### src/logic/pspc_defines.vh
// Constants for the processing state and privilege control block.
// Assumes inclusion by bare name from logic files; definitions only.
`ifndef PSPC_DEFINES_VH
`define PSPC_DEFINES_VH

// Byte addresses of the APB registers
`define PSPC_ADDR_CTRL 12'h000
`define PSPC_ADDR_STATUS_WORD 12'h004
`define PSPC_ADDR_SSP 12'h008
`define PSPC_ADDR_USP 12'h00c
`define PSPC_ADDR_STATE 12'h010
`define PSPC_ADDR_CAUSE 12'h014

// Status word fields
`define PSPC_SW_S_BIT 13
`define PSPC_SW_RESET 16'h2700
`define PSPC_SP_RESET 32'h0000_0000

// Control register bits
`define PSPC_CTRL_LOOP_EN 0

// Processing states
`define PSPC_ST_NORMAL 3'h0
`define PSPC_ST_STOPPED 3'h1
`define PSPC_ST_LOOP 3'h2
`define PSPC_ST_EXCEPT 3'h3
`define PSPC_ST_HALTED 3'h4

// Instruction class codes presented by the decoder
`define PSPC_OP_PLAIN 4'h0
`define PSPC_OP_WAIT 4'h1
`define PSPC_OP_RESTART 4'h2
`define PSPC_OP_WRITE_SW 4'h3
`define PSPC_OP_WR_USP 4'h4
`define PSPC_OP_RD_USP 4'h5
`define PSPC_OP_RD_SW 4'h6
`define PSPC_OP_CTRL_MOVE 4'h7
`define PSPC_OP_ALT_MOVE 4'h8
`define PSPC_OP_LOOP 4'h9
`define PSPC_OP_RETURN 4'ha

// Access class codes
`define PSPC_FC_USER_DATA 3'h1
`define PSPC_FC_USER_PROG 3'h2
`define PSPC_FC_SUP_DATA 3'h5
`define PSPC_FC_SUP_PROG 3'h6
`define PSPC_FC_CPU 3'h7
`define PSPC_FC_NONE 3'h0

// Exception cause codes
`define PSPC_EXC_NONE 3'h0
`define PSPC_EXC_RESET 3'h1
`define PSPC_EXC_BUS_ERR 3'h2
`define PSPC_EXC_PRIV 3'h3
`define PSPC_EXC_INTERNAL 3'h4
`define PSPC_EXC_IRQ 3'h5

// Final count of exception processing; five cycles pass before the handler runs
`define PSPC_EXC_CYCLES 4'h4

`endif

### src/logic/pspc_access_class.v
// Access class encoder: maps privilege and reference kind to the
// three class lines. Purely combinational, same clock as the caller.
`timescale 1ns/1ps
module pspc_access_class (
    supervisor,
    cpu_space,
    program_ref,
    ref_valid,
    class_code
);
    `include "pspc_defines.vh"
    input wire supervisor;
    input wire cpu_space;
    input wire program_ref;
    input wire ref_valid;
    output reg [2:0] class_code;

    always @* begin
        if (!ref_valid) begin
            class_code = `PSPC_FC_NONE;
        end else if (cpu_space) begin
            class_code = `PSPC_FC_CPU;
        end else if (supervisor) begin
            class_code = program_ref ? `PSPC_FC_SUP_PROG
                                     : `PSPC_FC_SUP_DATA;
        end else begin
            class_code = program_ref ? `PSPC_FC_USER_PROG
                                     : `PSPC_FC_USER_DATA;
        end
    end
endmodule // pspc_access_class

### src/logic/pspc_ctrl.v
// Processing state and privilege control with an APB register slave.
// Assumes a decoder presents instruction classes and a bus unit that
// asks for references; all inputs come from pclk logic except the
// irq and bus error pins, which are synchronised here.
//
// Chosen here: register access over APB and the placing of the registers.
`timescale 1ns/1ps
module pspc_ctrl (
    pclk,
    presetn,
    psel,
    penable,
    pwrite,
    paddr,
    pwdata,
    prdata,
    pready,
    pslverr,
    instr_valid,
    instr_class,
    new_status_word,
    ref_req,
    ref_program,
    ref_cpu_space,
    ref_uses_sp,
    irq_pin,
    bus_err_pin,
    instr_accept,
    privilege_violation,
    access_class,
    ref_grant,
    supervisor_mode,
    stack_sel_supervisor,
    active_stack_pointer,
    processing_state,
    saved_supervisor,
    halted,
    stopped
);
    `include "pspc_defines.vh"
    input wire pclk;
    input wire presetn;
    input wire psel;
    input wire penable;
    input wire pwrite;
    input wire [11:0] paddr;
    input wire [31:0] pwdata;
    output reg [31:0] prdata;
    output reg pready;
    output reg pslverr;
    input wire instr_valid;
    input wire [3:0] instr_class;
    input wire [15:0] new_status_word;
    input wire ref_req;
    input wire ref_program;
    input wire ref_cpu_space;
    input wire ref_uses_sp;
    input wire irq_pin;
    input wire bus_err_pin;
    output reg instr_accept;
    output reg privilege_violation;
    output reg [2:0] access_class;
    output reg ref_grant;
    output reg supervisor_mode;
    output reg stack_sel_supervisor;
    output reg [31:0] active_stack_pointer;
    output reg [2:0] processing_state;
    output reg saved_supervisor;
    output reg halted;
    output reg stopped;

    reg [2:0] state_reg;
    reg [2:0] state_next;
    reg [15:0] status_word_reg;
    reg [15:0] status_word_next;
    reg saved_s_reg;
    reg saved_s_next;
    reg [2:0] cause_reg;
    reg [2:0] cause_next;
    reg [3:0] exc_cnt_reg;
    reg [3:0] exc_cnt_next;
    reg [31:0] ssp_reg;
    reg [31:0] usp_reg;
    reg [31:0] ctrl_reg;
    reg [1:0] irq_sync_reg;
    reg [1:0] berr_sync_reg;
    wire irq_s;
    wire berr_s;
    wire sup;
    wire is_priv;
    wire priv_fault;
    wire exec_ok;
    wire refs_allowed;
    wire berr_take;
    wire exc_take;
    wire [2:0] class_code;
    wire apb_wr;
    reg [31:0] rdata_mux;
    reg known_addr;

    // Two stages on each pin; only the second stage is read
    always @(posedge pclk or negedge presetn) begin
        if (!presetn) begin
            irq_sync_reg <= 2'h0;
            berr_sync_reg <= 2'h0;
        end else begin
            irq_sync_reg <= {irq_sync_reg[0], irq_pin};
            berr_sync_reg <= {berr_sync_reg[0], bus_err_pin};
        end
    end
    assign irq_s = irq_sync_reg[1];
    assign berr_s = berr_sync_reg[1];

    assign sup = status_word_reg[`PSPC_SW_S_BIT];

    // Privileged classes; the extra status word read, control move and alternate space move only with the loop variant
    assign is_priv = (instr_class == `PSPC_OP_WAIT) ||
                     (instr_class == `PSPC_OP_RESTART) ||
                     (instr_class == `PSPC_OP_WRITE_SW) ||
                     (instr_class == `PSPC_OP_RETURN) ||
                     (instr_class == `PSPC_OP_WR_USP) ||
                     (instr_class == `PSPC_OP_RD_USP) ||
                     (ctrl_reg[`PSPC_CTRL_LOOP_EN] &&
                      ((instr_class == `PSPC_OP_RD_SW) ||
                       (instr_class == `PSPC_OP_CTRL_MOVE) ||
                       (instr_class == `PSPC_OP_ALT_MOVE)));

    assign exec_ok = (state_reg == `PSPC_ST_NORMAL) ||
                     (state_reg == `PSPC_ST_LOOP);
    // Supervisor never faults user faults on privileged
    assign priv_fault = instr_valid && exec_ok && !sup && is_priv;

    // A bus error outranks the fault; any exception taken this cycle
    // pre-empts the instruction, so it is never reported as accepted.
    assign berr_take = berr_s && exec_ok;
    assign exc_take = berr_take || priv_fault || (exec_ok && irq_s);

    // No references while stopped or halted; loop mode is operand only
    assign refs_allowed = ref_req &&
        ((state_reg == `PSPC_ST_NORMAL) ||
         (state_reg == `PSPC_ST_EXCEPT) ||
         ((state_reg == `PSPC_ST_LOOP) && !ref_program));

    pspc_access_class u_class (
        .supervisor(sup),
        .cpu_space(ref_cpu_space),
        .program_ref(ref_program),
        .ref_valid(refs_allowed),
        .class_code(class_code)
    );

    always @* begin
        state_next = state_reg;
        status_word_next = status_word_reg;
        saved_s_next = saved_s_reg;
        cause_next = cause_reg;
        exc_cnt_next = exc_cnt_reg;
        case (state_reg)
            `PSPC_ST_NORMAL, `PSPC_ST_LOOP, `PSPC_ST_STOPPED: begin
                if (berr_take) begin
                    state_next = `PSPC_ST_EXCEPT;
                    cause_next = `PSPC_EXC_BUS_ERR;
                end else if (priv_fault) begin
                    state_next = `PSPC_ST_EXCEPT;
                    cause_next = `PSPC_EXC_PRIV;
                end else if (irq_s) begin
                    state_next = `PSPC_ST_EXCEPT;
                    cause_next = `PSPC_EXC_IRQ;
                end else if (instr_valid && exec_ok) begin
                    case (instr_class)
                        `PSPC_OP_WAIT: begin
                            state_next = `PSPC_ST_STOPPED;
                        end
                        `PSPC_OP_LOOP: begin
                            if (ctrl_reg[`PSPC_CTRL_LOOP_EN]) begin
                                state_next = `PSPC_ST_LOOP;
                            end
                        end
                        `PSPC_OP_WRITE_SW, `PSPC_OP_RETURN: begin
                            // Only reached in supervisor mode
                            status_word_next = new_status_word;
                            state_next = `PSPC_ST_NORMAL;
                        end
                        `PSPC_OP_PLAIN: begin
                            if (state_reg == `PSPC_ST_LOOP) begin
                                state_next = `PSPC_ST_NORMAL;
                            end
                        end
                        default: begin
                            state_next = state_reg;
                        end
                    endcase
                end
            end
            `PSPC_ST_EXCEPT: begin
                if (berr_s && cause_reg == `PSPC_EXC_BUS_ERR &&
                    exc_cnt_reg != 4'h0) begin
                    state_next = `PSPC_ST_HALTED;
                end else if (exc_cnt_reg == 4'h0) begin
                    // Save flag, then enter supervisor mode
                    saved_s_next = sup;
                    status_word_next[`PSPC_SW_S_BIT] = 1'b1;
                    exc_cnt_next = exc_cnt_reg + 4'h1;
                end else if (exc_cnt_reg == `PSPC_EXC_CYCLES) begin
                    state_next = `PSPC_ST_NORMAL;
                    exc_cnt_next = 4'h0;
                    // Limitation: the cause reads back only while the
                    // exception is being processed or after a bus error halts
                    cause_next = `PSPC_EXC_NONE;
                end else begin
                    exc_cnt_next = exc_cnt_reg + 4'h1;
                end
            end
            `PSPC_ST_HALTED: begin
                state_next = `PSPC_ST_HALTED;
            end
            default: begin
                state_next = `PSPC_ST_HALTED;
            end
        endcase
    end

    // Reset enters exception processing in supervisor mode
    always @(posedge pclk or negedge presetn) begin
        if (!presetn) begin
            state_reg <= `PSPC_ST_EXCEPT;
            status_word_reg <= `PSPC_SW_RESET;
            saved_s_reg <= 1'b1;
            cause_reg <= `PSPC_EXC_RESET;
            exc_cnt_reg <= 4'h0;
        end else begin
            state_reg <= state_next;
            status_word_reg <= status_word_next;
            saved_s_reg <= saved_s_next;
            cause_reg <= cause_next;
            exc_cnt_reg <= exc_cnt_next;
        end
    end

    // APB slave: zero wait states, error on unmapped address
    assign apb_wr = psel && penable && pwrite && pready;

    always @* begin
        known_addr = 1'b1;
        rdata_mux = 32'h0000_0000;
        if (paddr == `PSPC_ADDR_CTRL) begin
            rdata_mux = ctrl_reg;
        end else if (paddr == `PSPC_ADDR_STATUS_WORD) begin
            rdata_mux = {16'h0000, status_word_reg};
        end else if (paddr == `PSPC_ADDR_SSP) begin
            rdata_mux = ssp_reg;
        end else if (paddr == `PSPC_ADDR_USP) begin
            rdata_mux = usp_reg;
        end else if (paddr == `PSPC_ADDR_STATE) begin
            rdata_mux = {27'h0000000, saved_s_reg, state_reg, sup};
        end else if (paddr == `PSPC_ADDR_CAUSE) begin
            rdata_mux = {29'h00000000, cause_reg};
        end else begin
            known_addr = 1'b0;
        end
    end

    // Stack pointers are software loaded; the status word is read only
    // here so user code cannot slip into supervisor mode by the bus.
    always @(posedge pclk or negedge presetn) begin
        if (!presetn) begin
            ctrl_reg <= 32'h0000_0000;
            ssp_reg <= `PSPC_SP_RESET;
            usp_reg <= `PSPC_SP_RESET;
            prdata <= 32'h0000_0000;
            pready <= 1'b0;
            pslverr <= 1'b0;
        end else begin
            pready <= psel && !penable;
            pslverr <= psel && !penable && !known_addr;
            if (psel && !penable && !pwrite) begin
                prdata <= rdata_mux;
            end
            if (apb_wr && known_addr) begin
                if (paddr == `PSPC_ADDR_CTRL) begin
                    ctrl_reg <= {31'h00000000,
                                 pwdata[`PSPC_CTRL_LOOP_EN]};
                end else if (paddr == `PSPC_ADDR_SSP) begin
                    ssp_reg <= pwdata;
                end else if (paddr == `PSPC_ADDR_USP) begin
                    usp_reg <= pwdata;
                end
            end
        end
    end

    // Registered outputs; each lags the internal state by one cycle
    always @(posedge pclk or negedge presetn) begin
        if (!presetn) begin
            instr_accept <= 1'b0;
            privilege_violation <= 1'b0;
            access_class <= `PSPC_FC_NONE;
            ref_grant <= 1'b0;
            supervisor_mode <= 1'b1;
            stack_sel_supervisor <= 1'b1;
            active_stack_pointer <= `PSPC_SP_RESET;
            processing_state <= `PSPC_ST_EXCEPT;
            saved_supervisor <= 1'b1;
            halted <= 1'b0;
            stopped <= 1'b0;
        end else begin
            instr_accept <= instr_valid && exec_ok && !exc_take;
            privilege_violation <= priv_fault && !berr_take;
            access_class <= class_code;
            ref_grant <= refs_allowed;
            supervisor_mode <= sup;
            stack_sel_supervisor <= sup;
            active_stack_pointer <= sup ? ssp_reg
                                        : usp_reg;
            processing_state <= state_reg;
            saved_supervisor <= saved_s_reg;
            halted <= (state_reg == `PSPC_ST_HALTED);
            stopped <= (state_reg == `PSPC_ST_STOPPED);
        end
    end
endmodule // pspc_ctrl

### config.mk
export PLATFORM = sky130hd
export DESIGN_NAME = pspc_ctrl
export DESIGN_NICKNAME = d
export VERILOG_FILES = /design/src/logic/pspc_access_class.v /design/src/logic/pspc_ctrl.v
export VERILOG_INCLUDE_DIRS = /design/src /design/src/logic
export SDC_FILE = /design/constraint.sdc
export NUM_CORES = 1
export LEC_CHECK = 0
export BUFFER_PORTS_ARGS = -buffer_cell sky130_fd_sc_hd__buf_4
export CORE_MARGIN = 10
export CORE_UTILIZATION = 30
export CTS_CLUSTER_DIAMETER = 80
export DETAILED_ROUTE_END_ITERATION = 8
export GPL_TIMING_DRIVEN = 0
export HOLD_SLACK_MARGIN = 0.15
export MAX_ROUTING_LAYER = met4
export SYNTH_ARGS = -nofsm -noshare
export SYNTH_HDL_FRONTEND = slang
export SYNTH_SLANG_ARGS = --single-unit
### constraint.sdc
create_clock -name pclk -period 2.3 [get_ports pclk]
set_clock_uncertainty 0.1 [all_clocks]
set_input_delay 0.46 -clock pclk [delete_from_list [all_inputs] [get_ports pclk]]
set_output_delay 0.46 -clock pclk [all_outputs]
set_load 0.03 [all_outputs]
======== Yosys cells after proc, flatten, opt, wreduce, memory -nomap -nowiden ========
Cells that the tools add are included.
Widths: inputs -> output; s select.
cells by class
  add/subtract/negate cells ............... 1
  equality and inequality tests ........... 37
  multiplexer cells ....................... 44
  bitwise operators ....................... 6
  reductions and logical operators ........ 56
operator list
  cell                 count
  $mux 32              5
  $mux 14              5
  $mux 3               17
  $eq 12x4->1 const B  2
  $eq 12x5->1 const B  2
  $eq 4x3->1 const B   5
  $logic_and 1x1->1    19
  $logic_or 1x1->1     13
  $eq 12x3->1 const B  1
  $eq 4x4->1 const B   3
  $logic_not 12->1     1
  $ne 2x2->1 const B   6
  $ne 6x6->1 const B   2
  $pmux 3 s2           2
  $pmux 3 s4           1
  $reduce_and 6->1     2
  $eq 3x2->1 const B   3
  $eq 4x2->1 const B   2
  $logic_not 4->1      2
  $mux 1               8
  $mux 4               2
  $ne 8x5->1 const B   1
  $reduce_and 8->1     1
  $logic_not 1->1      7
  22 further kinds     32
storage, ports and cells
  flip-flop bits (word level) ............. 175
  input port bits ......................... 76
  output and inout bits ................... 80
  word-level logic and storage cells ...... 168

======== Depth between registers and ports, before layout ========
Gate-level depths: netlist of the first run.
  word-level depth ........................ 12
  depth in mapped cells ................... 8
  depth with buffers taken out ............ 7

======== Cells and area by module ========
A second synthesis of the first run with hierarchy kept.
second synthesis, totals
  cell total of the unflattened synthesis .. 592
  area, all modules ....................... 7608.5 um^2
by module, submodules not included
  module             instances  cells an instance  area an instance (um^2)  seq. area each (um^2)
  pspc_ctrl          1          588                7582.3                   4394.2
  pspc_access_class  1          4                  26.3                     0.0

======== Worst setup path after synthesis of the first run ========
OpenSTA, ideal clock, no wires.
  path kind ............................... input-to-reg
  start point ............................. in instr_valid
  end point ............................... reg status_word_reg[0]
  library setup time ...................... 0.125 ns
  arrival time ............................ 1.939 ns
  required time ........................... 2.075 ns
  path slack .............................. 0.136 ns
  cell stages on the path ................. 5
  buffers on the path ..................... 1
  path through ............................ or3b_4 > or4_4 > nor2_4 > buf_6 > mux2_2
between the ends
  cells in the longest elaborated chain, start to end .. 5
ends and longest elaborated chain
  item                             line                              RTL
  from (decl)                      pspc_ctrl.v:51                    input wire instr_valid;
  $logic_and 1x1->1 *              pspc_ctrl.v:131, pspc_ctrl.v:169
  $logic_and 1x1->1 (2 in series)  pspc_ctrl.v:131                   assign priv_fault = instr_valid && exec_ok && !sup && is_priv;
  $not 1->1 (no line)              --
  $reduce_and 6->1 (no line) *     --
  to (signal assigned)             pspc_ctrl.v:227                   status_word_reg <= `PSPC_SW_RESET;
  to (signal assigned)             pspc_ctrl.v:233                   status_word_reg <= status_word_next;
  to (decl)                        pspc_ctrl.v:74                    reg [15:0] status_word_reg;
Every way passes the cells marked *; elsewhere a longest branch is shown, timed or not.
A chain may end at the register's enable or synchronous reset.

======== Worst setup path in the final report of the first run ========
  start point ............................. reg state_reg[2]
  end point ............................... reg status_word_reg[12]
between the ends
  cells in the longest elaborated chain, start to end .. 7
  elaborated cells between the ends (all ways) .. 12
ends and longest elaborated chain
  item                                                  line                              RTL
  from (decl)                                           pspc_ctrl.v:72                    reg [2:0] state_reg;
  from (signal assigned)                                pspc_ctrl.v:226                   state_reg <= `PSPC_ST_EXCEPT;
  from (signal assigned)                                pspc_ctrl.v:232                   state_reg <= state_next;
  $eq 3x2->1 / $logic_not 3->1 (equally long branches)  pspc_ctrl.v:158                   case (state_reg)
  $logic_or 1x1->1                                      pspc_ctrl.v:128                   assign exec_ok = (state_reg == `PSPC_ST_NORMAL) ||
  $logic_and 1x1->1                                     pspc_ctrl.v:131, pspc_ctrl.v:169
  $logic_and 1x1->1 (2 in series)                       pspc_ctrl.v:131
  $not 1->1 (no line)                                   --
  $reduce_and 6->1 (no line) *                          --
Marks and branches as above.

==> out/metrics.yaml, run 1 <==
yosys:
  synth_cell_types: 51
  ys_top_cells_by_count: "dfrtp_1 (163), mux2_2 (107), nand2_1 (79)"
  synth-seq-cells: 175
  yosys_most_used_dff: "dfrtp_1"
  synthMostInstantiatedCell: "dfrtp_1"
  ys_top_cells_by_area: "dfrtp_1 (55%), mux2_2 (16%), dfstp_2 (4.3%), nand2_1 (4.0%), nor2_1 (2.0%)"
  netlist_instances: 600
  synth.avg_cell_area_um2: 12.26
  yosysTopAreaCellShare: 0.5545
  synthArstFlopShare: 1.000
  syn_nets: 678
  synth_area_um2: 7356
  synth_area_leader_cell: "dfrtp_1"
  synth_edf_count: 0
  yosys_warnings: 0
  ys_seq_area_frac: 0.5974
cts:
  htreeDepth: 4
  cts_buffers: 17
  path_clk_slew_ns: 0.07
  cts_tree: "yes"
  clock_latency_ns: 0.42
  cts_num_sinks: 175
  cts_buffer_depth: 2
  cts_root_buf: "clkbuf_16"
worst_setup_path:
  required_ns: 2.51
  critPathKind: "reg -> reg"
  cp-start-kind: "register"
  r2r-start: "state_reg[2]"
  reg2reg_to: "status_word_reg[12]"
  r2r_setup_slack_ns: 0.03
  r2r_cells: 5
  cp_max_fo: 7
  crit_path_end_kind: "register"
  cp.arrival_ns: 2.48
die:
  ioPinCount: 156
  fp-row-count: 57
  fp.dieW_um: 176.6
  die-area_um2: 31180
  die_h_um: 176.6
  core_region_area_um2: 24250
  initial_core_util: 0.3034
hold_path:
  hold_class: "in -> reg"
  hold_path_startpoint: "pwdata[30]"
  whs_endpoint: "ssp_reg[30]"
  hold_depth: 2
sta:
  post-route-period-util: 0.9854
  slew_headroom: 0.5638
  finalHoldViolations: 0
  worst-slew-pin-transition_ns: 0.6543
  min_period_ns: 2.266
  fmax_ghz: 0.4412
  fin_ws_ns: 0.03359
  maxSlewViolCount: 0
  finalSetupTns_ns: 0
  setup_viol: 0
  rsz0062_at_grt: "true"
place:
  place_inst: 1076
  place_congestion: 0.7720
  io_buffers: 151
  dp_hpwl_um: 15110
  post-place-ws_ns: -0.6621
global_route:
  grt_max_degree: 95
  antenna_found_initial: 1
  grt-ovfl-total: 0
  grt_pass1_wl_um: 32710
  grt_pass1_vias: 5699
  gr-usage-all-layers: 0.1403
power:
  irDropWorstVdd_v: 0.0003627
  finalPower_mw: 7.943
  leakagePower_nw: 4.919
  power_density_nw_per_um2: 815.8
routing:
  drc: 0
  drt_iter0_drc: 284
  drt-vias-per-instance: 4.648
  wirelength_um: 20890
  drt_pre_antenna_iters: 4
  avgRoutedWirePerCell_um: 18.55
  final_antenna_net_count: 0
  num_vias: 5234
cells_and_area:
  nets: 866
  area_delta_synth_final_pct: 32.35
  layout-drive-gt1-share: 0.4207
  post_layout_nonfiller_instances: 1126
status:
  status: "completed"
run:
  max_cap_violations: 0
[metrics by stage]
stage / area [µm²] / hold slack (ns) / util
global placement: 8895 / 0.2377 / 0.3668
floorplan: 7356 / 0.06441 / -
global route: 9736 / 0.1543 / 0.4015
CTS: 9716 / 0.1550 / 0.4007
finish: 9736 / 0.1745 / 0.4015
detailed placement: 8930 / 0.2387 / 0.3683
[per-layer routing]
layer  global-route usage  up-vias  wire, µm
li1                     -     2491         -
met1               0.1695     2611      9207
met3              0.03994       17      1078
met5                    -        -         0
met2               0.2260      115     10330
met4              0.03713        0       275
[power breakdown]
part           switching (mW)  total [mW]  internal [mW]
sequential              0.227        3.60           3.37
combinational           0.842        1.43          0.584
clock                    1.27        2.92           1.65
[worst max-delay path, stage by stage (launching register included)]
cell and delay, ns:
dfrtp_2 0.45, or3b_4 0.45, or4_4 0.45, nor2_4 0.16
buf_4 0.20, mux2_2 0.34
[cells in the final DEF, fill, tap and decap left out, types with 6 or more instances in the layout]
master         synthesis  routed
dfrtp_1              163     162
buf_4                  3     157
mux2_2               107     107
nand2_1               79      79
nor2_1                39      39
a21oi_1               24      24
a22oi_1               18      18
clkbuf_16              0      17
dlygate4sd3_1          0      15
o21ai_0               13      13
o211ai_1              13      13
dfstp_2               12      12
clkbuf_1              14      11
inv_1                 11      11
buf_2                  8      10
nand3_1               10      10
nand2b_1               8       8
a31oi_1                6       6
mux2i_1                6       6
[worst max-delay path by stage]
stage / from / endpoint / cells past startpoint
after floorplan: instr_valid / status_word_reg[0] / 5
after global placement: paddr[10] / usp_reg[9] / 6
after global routing: state_reg[2] / status_word_reg[4] / 5
after CTS: state_reg[2] / status_word_reg[11] / 5
final: state_reg[2] / status_word_reg[12] / 5
after detailed placement: paddr[10] / usp_reg[2] / 6
[kinds of logic (layout without fill, tap and decap cells)]
| kind of cell | Yosys count | after routing | synth area share |
|---|---|---|---|
| other | 0 | 1 | 0 |
| xor gates and xnor gates | 1 | 1 | 0.001191 |
| AOI/OAI and AO/OA | 96 | 96 | 0.08607 |
| DFF | 175 | 175 | 0.5974 |
| buffers and inverters | 43 | 244 | 0.02585 |
| adders and majority gates | 2 | 2 | 0.003401 |
| and+or+nand+nor | 167 | 167 | 0.1095 |
| muxes | 116 | 116 | 0.1766 |
[what timing repair did]
action	CTS	global route
pin swaps	3	1
gates resized for setup	6	6
endpoints found under the setup margin	78	61
hold buffers	15	0
cloned	0	0
hold endpoints to repair	91	0
setup buffers	4	0
[layout make-up]
cell class,count,area (µm²)
Fill cell,2389,14510
Sequential cell,175,4395
Multi-Input combinational cell,382,2800
Timing Repair Buffer,171,1349
Clock buffer,18,439.2
Tap cell,324,405.4
Clock inverter,14,155.1
Buffer,30,147.6
Inverter,11,41.29
Antenna cell,1,2.502
No activity file was read; power rests on OpenSTA's default activity.
==> inputs of run 2 (changes only) <==
==> constraint.sdc (replaced) <==
create_clock -name pclk -period 2.3 [get_ports pclk]
set_clock_uncertainty 0.1 [all_clocks]
set_input_delay 0.69 -clock pclk [delete_from_list [all_inputs] [get_ports pclk]]
set_output_delay 0.69 -clock pclk [all_outputs]
set_load 0.03 [all_outputs]
==> run 2 against run 1 <==
Effect of this change: register-to-register slack gained 0.04 ns; clock-buffer cell count grew 6; flip-flop and latch count is the same; critical path type unchanged; global-route usage shrank 0.53 points; fmax grew 1.7%; clock power grew 3%; cell count shrank 0.53%; sequential power shrank 2%; power grew 1.3%; setup slack gained 0.038 ns; core utilization shrank 0.22 points; via count shrank 0.42%.
==> out/metrics.yaml, run 2 (synthesized netlist as in run 1, its figures left out) <==
status:
  status: "completed"
routing:
  final_antenna_net_count: 0  # unchanged
  wirelength_um: 20620  # -1.3%
  num_vias: 5212  # -0.42%
  avgRoutedWirePerCell_um: 18.41  # -0.77%
  drc: 0  # unchanged
  drt-vias-per-instance: 4.654  # +0.11%
  drt_pre_antenna_iters: 4  # unchanged
  drt_iter0_drc: 335  # +18%
power:
  leakagePower_nw: 4.894  # -0.51%
  finalPower_mw: 8.043  # +1.3%
  power_density_nw_per_um2: 830.8  # +1.8%
  irDropWorstVdd_v: 0.0004795  # +32%
cts:
  cts_buffers: 17  # unchanged
  cts_num_sinks: 175  # unchanged
  htreeDepth: 4  # unchanged
  cts_root_buf: "clkbuf_16"
  cts_buffer_depth: 2  # unchanged
  cts_hold_buf: 0  # -15
  cts_tree: "yes"
  path_clk_slew_ns: 0.07  # about the same
  clock_latency_ns: 0.43  # about the same
place:
  place_congestion: 0.8292  # +7.4%
  io_buffers: 151  # unchanged
  dp_hpwl_um: 15070  # -0.28%
  place_inst: 1076  # unchanged
worst_setup_path:
  cp-start-kind: "register"
  required_ns: 2.51  # about the same
  cp_max_fo: 6  # -1
  critPathKind: "reg -> reg"
  crit_path_end_kind: "register"
  cp.arrival_ns: 2.44  # -0.04 ns
die:
  die-area_um2: 31180  # unchanged
  ioPinCount: 156  # unchanged
  fp.dieW_um: 176.6  # unchanged
  initial_core_util: 0.3034  # unchanged
  core_region_area_um2: 24250  # unchanged
  fp-row-count: 57  # unchanged
  die_h_um: 176.6  # unchanged
sta:
  finalHoldViolations: 0  # unchanged
  holdWs_ns: 0.1621  # -0.01242 ns
  fmax_ghz: 0.4487  # +1.7%
  min_period_ns: 2.229  # -0.03754 ns
  setup_viol: 0  # unchanged
  worst-slew-pin-transition_ns: 0.6993  # +0.04507 ns
  rsz0062_at_grt: "true"
  finalSetupTns_ns: 0  # unchanged
  maxSlewViolCount: 0  # unchanged
  slew_headroom: 0.5338  # -0.03005
  post-route-period-util: 0.9691  # -0.01632
run:
  max_cap_violations: 0  # unchanged
global_route:
  use_met2: 0.2097  # -0.01626
  grt_util_met3: 0.03353  # -0.006408
  grt_max_degree: 92  # -3.2%
  grt_pass1_vias: 5460  # -4.2%
  use_met1: 0.1705  # +0.0009870
  grt-busiest-layer: "met2"
  gr-usage-all-layers: 0.1349  # -0.005332
  antenna_found_initial: 2  # +1
  grt_pass1_wl_um: 31670  # -3.2%
  grt-ovfl-total: 0  # unchanged
cells_and_area:
  layout_common_cells: "buf_4 (163), dfrtp_1 (162), mux2_2 (107)"
  multi_input_area_um2: 2801  # about the same
  seqCellArea_um2: 4395  # unchanged
  area_delta_synth_final_pct: 31.62
  post_layout_nonfiller_instances: 1120  # -0.53%
  final_util: 0.3993  # -0.002218
  fillCellCount: 2345  # -1.8%
  layout-drive-gt1-share: 0.4332  # +0.01253
  layout.cells.most_common: "buf_4"
  nets: 859  # -0.81%
hold_path:
  hold_class: "in -> async"
==> run 2: path summary, 6_finish.rpt <==
kind | startpoint | to | slack, ns | cells after the start
worst min register to register | berr_sync_reg[0] | berr_sync_reg[1] | 0.25 | 0
min in group pclk | berr_sync_reg[0] | berr_sync_reg[1] | 0.25 | 0
worst max-delay path | state_reg[2] | status_word_reg[14] | 0.07 | 5
max in group asynchronous | presetn | saved_supervisor | 1.03 | 2
worst max register to register | state_reg[2] | status_word_reg[14] | 0.07 | 5
worst min-delay path | presetn | stopped | 0.16 | 1
==> run 2: metal layers <==
layer  up-vias  part of all wire
met4         0             0.011
met5         -                 0
met2       117              0.48
met3        14             0.049
met1      2589              0.46
li1       2492                 -
==> run 2: power by group <==
| group | total [mW] | internal (mW) | switching (mW) |
|---|---|---|---|
| Combinational | 1.52 | 0.608 | 0.907 |
| Clock | 3.00 | 1.78 | 1.22 |
| Sequential | 3.53 | 3.37 | 0.159 |
==> run 2: what timing repair did <==
action / in CTS / in global routing
setup buffers: 3 / 8
setup endpoints to repair: 103 / 86
gates resized for setup: 8 / 11
hold endpoints to repair: 0 / 0
pin swaps: 2 / 2
==> run 2: critical path, cell delays in order, from the launching register on <==
cell     delay [ns]
dfrtp_2        0.43
or3b_4         0.44
or4_4          0.45
nor2_4         0.16
buf_4          0.19
mux2_2         0.34
==> run 2: area by class of cell <==
cell class / instances / share of cell area
antenna: 2 / 0.0005169
buffer: 31 / 0.01848
clock buffer: 24 / 0.04872
clock inverter: 8 / 0.01357
inverter: 11 / 0.004265
multi-input combinational: 382 / 0.2894
sequential: 175 / 0.4540
tap: 324 / 0.04187
timing repair buffer: 163 / 0.1292
==> run 2: per-stage QoR <==
stage	area, µm²	setup slack (ns)
final	9682	0.07113
after global routing	9682	-0.05650
after CTS	9599	-0.007174
after detailed placement	8950	-0.6703
after global placement	8915	-0.7169
after floorplan	7376	-0.09419
==> inputs of run 3 (changes only) <==
--- a/config.mk
+++ b/config.mk
@@ -11,7 +11,6 @@
 export CORE_UTILIZATION = 30
 export CTS_CLUSTER_DIAMETER = 80
 export DETAILED_ROUTE_END_ITERATION = 8
-export GPL_TIMING_DRIVEN = 0
 export HOLD_SLACK_MARGIN = 0.15
 export MAX_ROUTING_LAYER = met4
 export SYNTH_ARGS = -nofsm -noshare
==> constraint.sdc (replaced) <==
create_clock -name pclk -period 1.95 [get_ports pclk]
set_clock_uncertainty 0.1 [all_clocks]
set_input_delay 0.2925 -clock pclk [delete_from_list [all_inputs] [get_ports pclk]]
set_output_delay 0.2925 -clock pclk [all_outputs]
set_load 0.03 [all_outputs]
==> run 3 against run 2 <==
Effect of this change: the flow now finishes with violations (negative setup slack); fmax is 4.0% higher; wire length is 3.7% higher; register-to-register slack worse by 0.26 ns; global-route usage is 0.76 points higher; die area stayed put; via count is 6.6% higher; critical path depth stayed put; cell area is 9.0% higher; core utilization is 3.6 points higher; clock-buffer cell count is 6 lower; flip-flop and latch count stayed put; sequential power is 18% higher; largest power group unchanged.
==> out/metrics.yaml, run 3 (synthesized netlist as in run 1, its figures left out) <==
sta:
  min_period_ns: 2.143  # -0.08585 ns
  post-route-period-util: 1.099  # +0.1299
  maxSlewViolCount: 0  # unchanged
  slew_headroom: 0.6173  # +0.08356
  holdWs_ns: 0.1748  # +0.01269 ns
  fmax_ghz: 0.4666  # +4.0%
  finalHoldViolations: 0  # unchanged
  worst-slew-pin-transition_ns: 0.5705  # -0.1288 ns
  finalSetupTns_ns: -2.443  # -2.443 ns
  fin_ws_ns: -0.1930  # -0.2641 ns
  rsz0062_at_grt: "true"
  setup_viol: 15  # +15
worst_setup_path:
  reg2reg_to: "status_word_reg[14]"
  cp-start-kind: "register"
  r2r-start: "state_reg[2]"
  required_ns: 2.15  # -0.36 ns
  crit_path_end_kind: "register"
  critPathKind: "reg -> reg"
  cp_max_fo: 11  # +5
  r2r_setup_slack_ns: -0.19  # -0.26 ns
  r2r_cells: 5  # unchanged
  cp.arrival_ns: 2.35  # -0.09 ns
routing:
  drt-vias-per-instance: 4.655  # about the same
  drt_pre_antenna_iters: 6  # +2
  drt_iter0_drc: 351  # +4.8%
  drc: 0  # unchanged
  num_vias: 5554  # +6.6%
  final_antenna_net_count: 0  # unchanged
  wirelength_um: 21370  # +3.7%
  avgRoutedWirePerCell_um: 17.92  # -2.7%
global_route:
  gr-usage-all-layers: 0.1426  # +0.007642
  grt_max_degree: 43  # -53%
  grt_pass1_vias: 5995  # +9.8%
  antenna_found_initial: 3  # +1
  grt_pass1_wl_um: 34030  # +7.4%
  grt-ovfl-total: 0  # unchanged
cells_and_area:
  post_layout_nonfiller_instances: 1193  # +6.5%
  area_delta_synth_final_pct: 43.49
  nets: 932  # +8.5%
  final_util: 0.4353  # +0.03602
  layout_common_cells: "buf_4 (198), dfrtp_1 (163), mux2_2 (102)"
  design_area_um2: 10560  # +9.0%
  layout-drive-gt1-share: 0.4365  # +0.003240
  layout.cells.most_common: "buf_4"
die:
  ioPinCount: 156  # unchanged
  initial_core_util: 0.3034  # unchanged
  fp.dieW_um: 176.6  # unchanged
  core_region_area_um2: 24250  # unchanged
  fp-row-count: 57  # unchanged
  die-area_um2: 31180  # unchanged
  die_h_um: 176.6  # unchanged
power:
  irDropWorstVdd_v: 0.0004440  # -7.4%
  leakagePower_nw: 5.282  # +7.9%
  power_density_nw_per_um2: 909.3  # +9.4%
hold_path:
  whs_endpoint: "status_word_reg[13]"
  hold_depth: 4
  hold_class: "in -> reg"
  hold_path_startpoint: "instr_class[2]"
cts:
  cts_buffer_depth: 2  # unchanged
  path_clk_slew_ns: 0.07  # about the same
  htreeDepth: 4  # unchanged
  cts_buffers: 17  # unchanged
  cts_num_sinks: 175  # unchanged
  cts_root_buf: "clkbuf_16"
  clock_latency_ns: 0.43  # about the same
  cts_tree: "yes"
place:
  dp_hpwl_um: 15060  # about the same
  io_buffers: 154  # +2.0%
  place_inst: 1097  # +2.0%
  place_area_um2: 9290  # +3.8%
  place_congestion: 0.8420  # +1.5%
run:
  max_cap_violations: 0  # unchanged
status:
  status: "complete, but fails checks"
  violations: "negative setup slack"
==> run 3: changes by cell type in the layout (fill, tap and decap cells not counted), moves of 4 or more <==
cell	before	now
clkinv_2	0	4
mux2_4	0	5
buf_12	0	9
clkbuf_2	4	0
clkbuf_1	14	0
buf_2	8	0
mux2_2	107	102
buf_4	163	198
dlygate4sd3_1	0	58
==> run 3: critical path, cell delays in order (launching register included) <==
cell     delay [ns]
dfrtp_1        0.41
or3b_4         0.40
or4_4          0.44
nor2_4         0.17
buf_12         0.16
mux2_2         0.33
==> run 3: how the worst max path moves through the flow <==
stage / cells after the start / from / slack [ns] / to
6_report: 5 / state_reg[2] / -0.19 / status_word_reg[14]
5_1_grt: 5 / state_reg[2] / -0.24 / status_word_reg[6]
4_1_cts: 5 / state_reg[2] / -0.18 / status_word_reg[14]
3_5_place_dp: 8 / paddr[9] / -0.18 / prdata[14]
3_3_place_gp: 8 / paddr[9] / -0.21 / prdata[14]
2_1_floorplan: 5 / state_reg[2] / -0.20 / status_word_reg[0]
==> run 3: what timing repair did <==
action,4_1_cts,5_1_grt
endpoints found under the hold margin,255,0
setup buffers,1,3
gates resized for setup,8,8
pin swaps,1,6
hold buffers,58,0
setup endpoints to repair,17,91
==> run 3: report_power, final <==
group          total [mW]  internal (mW)  switching (mW)
sequential           4.16           3.97           0.193
clock                3.40           1.92            1.48
combinational        2.03          0.911            1.12
total                9.60           6.81            2.79
==> run 3: metrics by stage <==
stage                     total power [mW]  setup WS, ns
after CTS                            9.672       -0.1796
final                                9.598       -0.1930
after detailed placement             6.120       -0.1789
after global placement               6.095       -0.2069
after global routing                 10.09       -0.2398
after floorplan                      5.260       -0.2014
==> run 3: cell type report <==
cell class	count	area [µm²]
Antenna cell	3	7.507
Clock buffer	18	439.2
Clock inverter	13	137.6
Fill cell	2330	13690
Inverter	11	41.29
Multi-Input combinational cell	382	2860
Sequential cell	175	4394
Tap cell	324	405.4
Timing Repair Buffer	267	2270
==> run 3: layer usage <==
metal	global-route usage	vias up	part of all wire
li1	-	2633	-
met1	0.1835	2785	0.47
met2	0.2230	124	0.48
met3	0.02819	12	0.039
met4	0.04308	0	0.011
met5	-	-	0
